**src/rtl/gex_pkg.sv**
```systemverilog
// package for the gpio expander port block: register map, layouts, resets
// assumes a 32-bit apb slave clocked by pclk at 250 mhz
package gex_pkg;
   // pointer values decoded from the pointer byte
   localparam logic [1:0] GEX_PTR_INPUT = 2'h0;
   localparam logic [1:0] GEX_PTR_OUTPUT = 2'h1;
   localparam logic [1:0] GEX_PTR_POLARITY = 2'h2;
   localparam logic [1:0] GEX_PTR_DIRECTION = 2'h3;
   // apb byte addresses
   localparam logic [7:0] GEX_OFS_POINTER = 8'h00; // pointer byte, write selects register
   localparam logic [7:0] GEX_OFS_DATA = 8'h04; // data byte at the selected register
   localparam logic [7:0] GEX_OFS_IRQ_STAT = 8'h08; // sticky events, write one to clear
   localparam logic [7:0] GEX_OFS_IRQ_MASK = 8'h0c; // enable per event
   localparam logic [7:0] GEX_OFS_STATUS = 8'h10; // live state, read only
   // irq status bit positions
   localparam int GEX_EV_CHANGE = 0; // change-detect line went active
   localparam int GEX_EV_DATA = 1; // data byte transferred
   localparam int GEX_EV_NUM = 2;
   // reset values
   localparam logic [7:0] GEX_RST_OUTPUT = 8'hff;
   localparam logic [7:0] GEX_RST_POLARITY = 8'h00;
   localparam logic [7:0] GEX_RST_DIRECTION = 8'hff;
   localparam logic [1:0] GEX_RST_POINTER = 2'h0;
   localparam logic [1:0] GEX_RST_MASK = 2'h0;
endpackage

```
**src/rtl/gex_pin_cell.sv**
```systemverilog
// one port pin: driver steering and two-flop input synchroniser
// assumes the pin level arrives asynchronously to pclk
module gex_pin_cell (
   // clocking
   input wire logic pclk,
   input wire logic presetn,
   input wire logic ce,
   // control
   input wire logic dir_in,
   input wire logic latch_bit,
   // pin
   input wire logic pin_i,
   output logic high_side_driver,
   output logic low_side_driver,
   output logic pin_o,
   output logic pin_oe,
   output logic level
);
   logic meta_q; // first stage, read only by level stage
   logic sync_q;

   // input is an output too when driven, so a pin reads its own level
   always_ff @(posedge pclk or negedge presetn) begin
      if (!presetn) begin
         meta_q <= 1'b1;
         sync_q <= 1'b1;
      end else if (ce) begin
         meta_q <= pin_i;
         sync_q <= meta_q;
      end
   end
   assign level = sync_q;

   // input: both drivers off; output: exactly one on
   assign high_side_driver = !dir_in && latch_bit;
   assign low_side_driver = !dir_in && !latch_bit;
   assign pin_oe = !dir_in;
   assign pin_o = latch_bit;
endmodule

```
**src/rtl/gex_port.sv**
```systemverilog
// gpio expander port: apb register access, pin drivers, change interrupt
// assumes pins are asynchronous; apb master holds requests until pready
//
// Chosen here: the placing of the registers and register access over APB.
module gex_port
   import gex_pkg::*;
#(
   parameter int WIDTH = 8
) (
   // clock and reset
   input wire logic pclk,
   input wire logic presetn,
   input wire logic ce,
   // apb slave
   input wire logic psel,
   input wire logic penable,
   input wire logic pwrite,
   input wire logic [7:0] paddr,
   input wire logic [31:0] pwdata,
   output logic [31:0] prdata,
   output logic pready,
   output logic pslverr,
   // port pins
   input wire logic [WIDTH-1:0] port_pin_i,
   output logic [WIDTH-1:0] port_pin_o,
   output logic [WIDTH-1:0] port_pin_oe,
   output logic [WIDTH-1:0] high_side_driver,
   output logic [WIDTH-1:0] low_side_driver,
   // interrupts
   output logic change_int_n_o,
   output logic change_int_n_oe,
   output logic irq
);
   logic [1:0] pointer_q; // selected register
   logic [WIDTH-1:0] latch_q; // output latch
   logic [WIDTH-1:0] polarity_q; // polarity invert
   logic [WIDTH-1:0] direction_q; // 1 = input
   logic [WIDTH-1:0] snap_q; // reference for change detect
   logic [WIDTH-1:0] level; // synchronised pin levels
   logic [GEX_EV_NUM-1:0] stat_q; // sticky events
   logic [GEX_EV_NUM-1:0] mask_q; // event enables
   logic [GEX_EV_NUM-1:0] ev; // event pulses
   logic [31:0] rdata_q; // registered read data
   logic change; // live mismatch
   logic change_q; // previous mismatch for edge
   logic acc; // apb access phase
   logic wr;
   logic rd;
   logic known; // mapped address
   logic input_read; // data read at input pointer

   // per pin cells
   for (genvar i = 0; i < WIDTH; i++) begin : g_pin
      gex_pin_cell u_pin (
         .pclk(pclk),
         .presetn(presetn),
         .ce(ce),
         .dir_in(direction_q[i]),
         .latch_bit(latch_q[i]),
         .pin_i(port_pin_i[i]),
         .high_side_driver(high_side_driver[i]),
         .low_side_driver(low_side_driver[i]),
         .pin_o(port_pin_o[i]),
         .pin_oe(port_pin_oe[i]),
         .level(level[i])
      );
   end

   // address decode shared by read and write paths
   function automatic logic is_mapped(input logic [7:0] a);
      return a == GEX_OFS_POINTER || a == GEX_OFS_DATA || a == GEX_OFS_IRQ_STAT ||
         a == GEX_OFS_IRQ_MASK || a == GEX_OFS_STATUS;
   endfunction

   // zero wait state slave; unmapped answers with pslverr
   assign acc = psel && penable && ce;
   assign known = is_mapped(paddr);
   assign wr = acc && pwrite && known;
   assign rd = acc && !pwrite && known;
   assign pready = 1'b1;
   assign pslverr = psel && penable && !known;
   assign prdata = rdata_q;
   assign input_read = rd && paddr == GEX_OFS_DATA && pointer_q == GEX_PTR_INPUT;

   // pointer only changes on a pointer write, never after data
   always_ff @(posedge pclk or negedge presetn) begin
      if (!presetn) begin
         pointer_q <= GEX_RST_POINTER;
      end else if (wr && paddr == GEX_OFS_POINTER) begin
         pointer_q <= pwdata[1:0];
      end
   end

   // data writes land on the selected register; input register ignores them
   always_ff @(posedge pclk or negedge presetn) begin
      if (!presetn) begin
         latch_q <= GEX_RST_OUTPUT;
         polarity_q <= GEX_RST_POLARITY;
         direction_q <= GEX_RST_DIRECTION;
      end else if (wr && paddr == GEX_OFS_DATA) begin
         case (pointer_q)
            GEX_PTR_OUTPUT: latch_q <= pwdata[WIDTH-1:0];
            GEX_PTR_POLARITY: polarity_q <= pwdata[WIDTH-1:0];
            GEX_PTR_DIRECTION: direction_q <= pwdata[WIDTH-1:0];
            default: ;
         endcase
      end
   end

   // read data, registered so the access edge sees it one cycle on
   // prdata is captured in setup so it is valid in the access phase
   always_ff @(posedge pclk or negedge presetn) begin
      if (!presetn) begin
         rdata_q <= 32'h0;
      end else if (ce && psel && !penable && !pwrite) begin
         rdata_q <= 32'h0;
         case (paddr)
            GEX_OFS_POINTER: rdata_q[1:0] <= pointer_q;
            GEX_OFS_DATA: begin
               case (pointer_q)
                  GEX_PTR_INPUT: rdata_q[WIDTH-1:0] <= level ^ polarity_q;
                  GEX_PTR_OUTPUT: rdata_q[WIDTH-1:0] <= latch_q;
                  GEX_PTR_POLARITY: rdata_q[WIDTH-1:0] <= polarity_q;
                  default: rdata_q[WIDTH-1:0] <= direction_q;
               endcase
            end
            GEX_OFS_IRQ_STAT: rdata_q[GEX_EV_NUM-1:0] <= stat_q;
            GEX_OFS_IRQ_MASK: rdata_q[GEX_EV_NUM-1:0] <= mask_q;
            GEX_OFS_STATUS: rdata_q[WIDTH:0] <= {change, level};
            default: ;
         endcase
      end
   end

   // snapshot taken as the input register read completes
   // snapshot uses the level that was returned, so a move in between still flags
   always_ff @(posedge pclk or negedge presetn) begin
      if (!presetn) begin
         snap_q <= {WIDTH{1'b1}};
      end else if (input_read) begin
         snap_q <= rdata_q[WIDTH-1:0] ^ polarity_q;
      end
   end

   // mismatch over input pins; a pin turned to input may mismatch at once
   assign change = |((level ^ snap_q) & direction_q);
   // open drain, active low: drive low only while a change stands
   assign change_int_n_o = 1'b0;
   assign change_int_n_oe = change;

   // edge of the mismatch for the sticky status
   always_ff @(posedge pclk or negedge presetn) begin
      if (!presetn) begin
         change_q <= 1'b0;
      end else if (ce) begin
         change_q <= change;
      end
   end
   assign ev[GEX_EV_CHANGE] = ce && change && !change_q;
   assign ev[GEX_EV_DATA] = acc && known && paddr == GEX_OFS_DATA;

   // sticky status: set beats a write-one clear in the same cycle
   always_ff @(posedge pclk or negedge presetn) begin
      if (!presetn) begin
         stat_q <= '0;
      end else if (ce) begin
         if (wr && paddr == GEX_OFS_IRQ_STAT) begin
            stat_q <= (stat_q & ~pwdata[GEX_EV_NUM-1:0]) | ev;
         end else begin
            stat_q <= stat_q | ev;
         end
      end
   end

   // mask register
   always_ff @(posedge pclk or negedge presetn) begin
      if (!presetn) begin
         mask_q <= GEX_RST_MASK;
      end else if (wr && paddr == GEX_OFS_IRQ_MASK) begin
         mask_q <= pwdata[GEX_EV_NUM-1:0];
      end
   end
   assign irq = |(stat_q & mask_q);
endmodule
```
**config.mk**
```make
export PLATFORM = sky130hd
export DESIGN_NAME = gex_port
export DESIGN_NICKNAME = d
export VERILOG_FILES = /design/src/rtl/gex_pkg.sv /design/src/rtl/gex_pin_cell.sv /design/src/rtl/gex_port.sv
export SDC_FILE = /design/constraint.sdc
export NUM_CORES = 1
export LEC_CHECK = 0
export ABC_AREA = 1
export BUFFER_PORTS_ARGS = -buffer_cell sky130_fd_sc_hd__buf_2
export CAP_MARGIN = 20
export CORE_MARGIN = 5
export CORE_UTILIZATION = 33
export CTS_CLUSTER_DIAMETER = 200
export DETAILED_ROUTE_END_ITERATION = 7
export MAX_ROUTING_LAYER = met4
export PLACE_DENSITY = 0.68
export REMOVE_ABC_BUFFERS = 1
export SYNTH_ARGS = -nofsm -noshare
export SYNTH_HDL_FRONTEND = slang
export SYNTH_SLANG_ARGS = --single-unit
export TNS_END_PERCENT = 20
```
**constraint.sdc**
```tcl
create_clock -name pclk -period 1.4 [get_ports pclk]
set_input_delay 0.42 -clock pclk [delete_from_list [all_inputs] [get_ports pclk]]
set_output_delay 0.42 -clock pclk [all_outputs]
set_load 0.02 [all_outputs]
```
# Yosys cells after proc, flatten, opt, wreduce, memory -nomap -nowiden

Index checks and enable logic that the tools add are counted.

Equal/unequal tests: 7
Multiplexer cells: 5
Bitwise logic cells: 9
Reductions and logical operators: 67

Operators by type and width:

| kind                 | count |
|---|---|
| $logic_and A1 B1 Y1  | 36 |
| $pmux W8 S3          | 1 |
| $xor A8 B8 Y8        | 3 |
| $logic_not A1 Y1     | 20 |
| $eq A8 B4 Y1 const B | 2 |
| $pmux W6 S2          | 1 |
| $pmux W2 S5          | 1 |
| $and A8 B8 Y8        | 1 |
| $eq A8 B3 Y1 const B | 1 |
| $eq A8 B5 Y1 const B | 1 |
| $logic_not A8 Y1     | 1 |
| $reduce_or A8 Y1     | 1 |
| $reduce_and A2 Y1    | 3 |
| $and A2 B2 Y2        | 2 |
| $eq A2 B2 Y1 const B | 2 |
| $logic_or A1 B1 Y1   | 4 |
| $or A2 B2 Y2         | 2 |
| $eq A2 B1 Y1 const B | 1 |
| $logic_not A2 Y1     | 1 |
| $mux W2              | 1 |
| $not A2 Y2           | 1 |
| $reduce_or A2 Y1     | 1 |
| $mux W1              | 1 |

Flip-flop bits (word level): 64
Bits of input ports: 54

# Depth between registers and ports, before layout

Word-level depth: 9
Gate-level depth with buffers: 9
Depth with buffers taken out: 9

# By module

Synthesis repeated with hierarchy kept, for this count alone.

Cell total of the unflattened synthesis: 495
Area, all modules: 3852.4 µm²

Modules (own cells, without submodules):

| module       | instances | cells an instance | area each (µm²) | sequential area each (µm²) |
|---|---|---|---|---|
| gex_port     | 1         | 383               | 3041.7          | 1231.2 |
| gex_pin_cell | 8         | 14                | 101.3           | 52.6 |

# Worst setup path after synthesis

No wires, ideal clock.

Path kind: input -> output
Start point: input paddr[5]
End point: output pslverr
Arrival time: 1.299 ns
Data required time: 0.980 ns
Slack: -0.319 ns
Stages on the path: 6
Cells stage by stage: nor2_1 > nand2_2 > inv_2 > nand2_1 > nand2_4 > nor3_1

Word-level cells in the longest chain between the ends: 7

Ends and longest elaborated chain:

| item                                             | line           | text |
|---|---|---|
| start, declared                                  | gex_port.sv:18 | `input wire logic [7:0] paddr,` |
| $eq A8 B3 Y1 or $logic_not A8 Y1 (tied branches) | gex_port.sv:71 | `return a == GEX_OFS_POINTER \|\| a == GEX_OFS_DATA \|\| a == GEX_OFS_IRQ_STAT \|\|` |
| $logic_or A1 B1 Y1 (3 in a row)                  | gex_port.sv:71 |  |
| $logic_or A1 B1 Y1 *                             | gex_port.sv:72 | `a == GEX_OFS_IRQ_MASK \|\| a == GEX_OFS_STATUS;` |
| $logic_not A1 Y1 *                               | gex_port.sv:81 | `assign pslverr = psel && penable && !known;` |
| $logic_and A1 B1 Y1 *                            | gex_port.sv:81 |  |
| end, declared                                    | gex_port.sv:22 | `output logic pslverr,` |

Every way passes the cells marked *; elsewhere a longest branch is shown, timed or not.

# Final worst setup path

Start point: register snap_q[1]
End point: output change_int_n_oe

Word-level cells in the longest chain between the ends: 3

Ends and longest elaborated chain:

| item                   | line            | text |
|---|---|---|
| start, declared        | gex_port.sv:38  | `logic [WIDTH-1:0] snap_q;` |
| start signal, assigned | gex_port.sv:139 | `snap_q <= {WIDTH{1'b1}};` |
| start signal, assigned | gex_port.sv:141 | `snap_q <= rdata_q[WIDTH-1:0] ^ polarity_q;` |
| $xor A8 B8 Y8          | gex_port.sv:146 | `assign change = \|((level ^ snap_q) & direction_q);` |
| $and A8 B8 Y8          | gex_port.sv:146 |  |
| $reduce_or A8 Y1       | gex_port.sv:146 |  |
| end, declared          | gex_port.sv:31  | `output logic change_int_n_oe,` |

Every way passes these cells.

==> metrics <==
status complete, but fails checks; failing checks setup timing; Final GP Congestion 0.921; htree depth 3; Comb pwr share 0.103; met2 WL 5100 um; Cell Rows 40; Critical Path End Type output port; drt initial violations 184; Slew Viols, Final 0; dpl cell area 0.00466 mm^2; area grow syn2layout 36.4%; critical path arrival 1.49 ns; final wirelength 10700 um; GRT Total Usage 0.155; Hold Crit Class input port to async pin; DR WL/cell 13.7 um; clk slew on worst S/H paths 0.06 ns; most frequent cells in the layout nand2_1 (145), buf_4 (76), dfstp_2 (40); DR DRC count 0; r2r endpoint stat_q[0]; Pint 3.52 mW; die width 120 um; Syn Inst Count 508; Yosys Warn Count 0; WL met3 695 um; Leak 2.66 nW; Multi-input gate area 0.00182 mm^2; vias in the first global route 3546; DRT antenna net count 0; Fmax 523 MHz; Hold Vio Cnt, Final 0; Layout Cell Area excl Fill 0.00545 mm^2; Post-Layout Cell Count 783; Die Area 0.0144 mm^2; Vias/cell 4.57; later-pin clock latency in the skew report 0.34 ns; Num CTS Buffers 9; antenna violations before repair 0; final setup fails 38; final worst path period share 1.37; CTS tree built; mean post-synth cell area 7.87 um^2; Seq pwr share 0.425; Top Ports 123; Worst Clk Skew 0.00971 ns; nets 685; WL met1 4700 um; worst r2r src g_pin[0].u_pin.level; crit path launch type flop; core area 0.0120 mm^2; Starting Density 0.334; clock network power share 0.471; port bufs 73; root buffer cell clkbuf_16; library cells used by synthesis 29; first-pass GRT wire length 17200 um; # diodes 0; Via Count 3575; Final WS setup -0.511 ns; total net switching power 1.13 mW; clk buf depth 2; sw frac 0.242; IR drop worst, VDD 0.000432 V; highest metal used met4; Die Y 120 um; Seq/Total Area, Yosys 0.413; Yosys reg bits 64; Synth Cell Area 0.00400 mm^2; Congestion Overflow GR 0; share of layout cells above drive strength 1 0.454; DP Cell Count 744; TritonRoute pass-1 iters 4; crit-path max FO 3; unrepaired setup endpoints after global routing yes; final hold slack 0.132 ns; R2R Setup Slk -0.08 ns; Pwr Density 851 mW/mm^2; WP data required 0.98 ns; Post-DP HPWL 7910 um; Hold Buf Count CTS 0; final worst path period need 1.91 ns; pin count of the biggest net entering global routing 40; R2R depth 9; filler cell count 1146; Crit. Startpoint snap_q[1]; critical setup path kind flop to output port; TritonCTS Sinks 64; FF+latch area 0.00165 mm^2; most common cell after layout, fill and taps aside nand2_1; end of the critical path change_int_n_oe; max cap viols 0
[sequential cells by signal, summed over array words and instances, names as in the netlist]
signal              flops
change_q                1
direction_q             8
g_pin.u_pin.level       8
g_pin.u_pin.meta_q      8
latch_q                 8
mask_q                  2
pointer_q               2
polarity_q              8
prdata                  9
snap_q                  8
stat_q                  2
[worst min-delay path by stage]
stage                            end  slack (ns)
4_1_cts                   latch_q[5]        0.14
3_3_place_gp   g_pin[5].u_pin.meta_q        0.45
6_report                  latch_q[5]        0.13
3_5_place_dp   g_pin[3].u_pin.meta_q        0.45
5_1_grt        g_pin[3].u_pin.meta_q        0.14
2_1_floorplan               change_q        0.12
[critical path, cell delays in order (launching register included)]
cell and delay (ns):
dfstp_2 0.54, nor2_1 0.04, nor2_1 0.09, nand2_1 0.06
o21ai_1 0.08, nor2_1 0.08, nand2_1 0.12, buf_6 0.13
[per-layer routing]
metal  vias up  global-route usage
li1       1775                   -
met1      1650               0.195
met2       127               0.241
met3        23              0.0316
met4         0              0.0723
met5         -                   -
[cell usage after synthesis]
cell type | number | share of area
nor3_1 | 2 | 0.0025
o21ai_0 | 23 | 0.029
buf_4 | 58 | 0.11
inv_2 | 2 | 0.0019
dfrtp_1 | 24 | 0.15
or2_2 | 6 | 0.0094
o21ai_1 | 9 | 0.011
inv_1 | 47 | 0.044
nand4_1 | 2 | 0.0031
o21ai_2 | 23 | 0.050
xnor2_1 | 8 | 0.018
dfstp_2 | 40 | 0.26
nand4_4 | 4 | 0.021
nand2_4 | 1 | 0.0028
conb_1 | 2 | 0.0019
nor2_1 | 43 | 0.040
nand3_1 | 31 | 0.039
nor2_8 | 1 | 0.0050
a22o_1 | 1 | 0.0022
buf_6 | 4 | 0.011
o2111ai_1 | 3 | 0.0066
nand2_1 | 151 | 0.14
nor2_2 | 3 | 0.0047
nand2_2 | 2 | 0.0031
nor2_4 | 2 | 0.0056
buf_12 | 1 | 0.0050
clkbuf_1 | 5 | 0.0047
a21oi_1 | 9 | 0.011
nand3_2 | 1 | 0.0025
[power groups by stage]
| stage | clock network [mW] | registers, mW | logic (mW) |
|---|---|---|---|
| global route | 2.29 | 1.98 | 0.536 |
| detailed placement | 0 | 2.00 | 0.427 |
| global placement | 0 | 2.00 | 0.415 |
| floorplan | 0 | 2.00 | 0.211 |
| finish | 2.19 | 1.97 | 0.479 |
| CTS | 2.23 | 1.97 | 0.454 |
[per-stage QoR]
| step | setup WS [ns] | power (mW) | util | TNS, ns |
|---|---|---|---|---|
| CTS | -0.532 | 4.66 | 0.437 | -6.59 |
| global route | -0.611 | 4.80 | 0.456 | -7.83 |
| finish | -0.511 | 4.64 | 0.456 | -6.28 |
| floorplan | -0.319 | 2.21 | - | -4.60 |
| global placement | -0.267 | 2.41 | 0.390 | -8.23 |
| detailed placement | -0.274 | 2.43 | 0.390 | -8.51 |
[layout make-up]
cell class | instances | area share
timing repair buffer | 157 | 0.241
inverter | 49 | 0.0342
sequential | 64 | 0.303
clock buffer | 14 | 0.0521
tap | 147 | 0.0337
multi-input combinational | 350 | 0.334
clock inverter | 2 | 0.00229
[kinds of logic after synthesis]
group	after synthesis	synth area share
DFF	64	0.413
xor gates and xnor gates	8	0.0175
buffers and inverters	117	0.176
other	2	0.00188
and+or+nand+nor	249	0.281
AOI/OAI and AO/OA	68	0.110
[timing repair]
| action | CTS | global route |
|---|---|---|
| setup buffers | 10 | 14 |
| resized for setup | 72 | 41 |
| pin swaps | 10 | 16 |
| setup endpoints to repair | 38 | 54 |
Note: power is estimated with default switching activity, not from simulation.
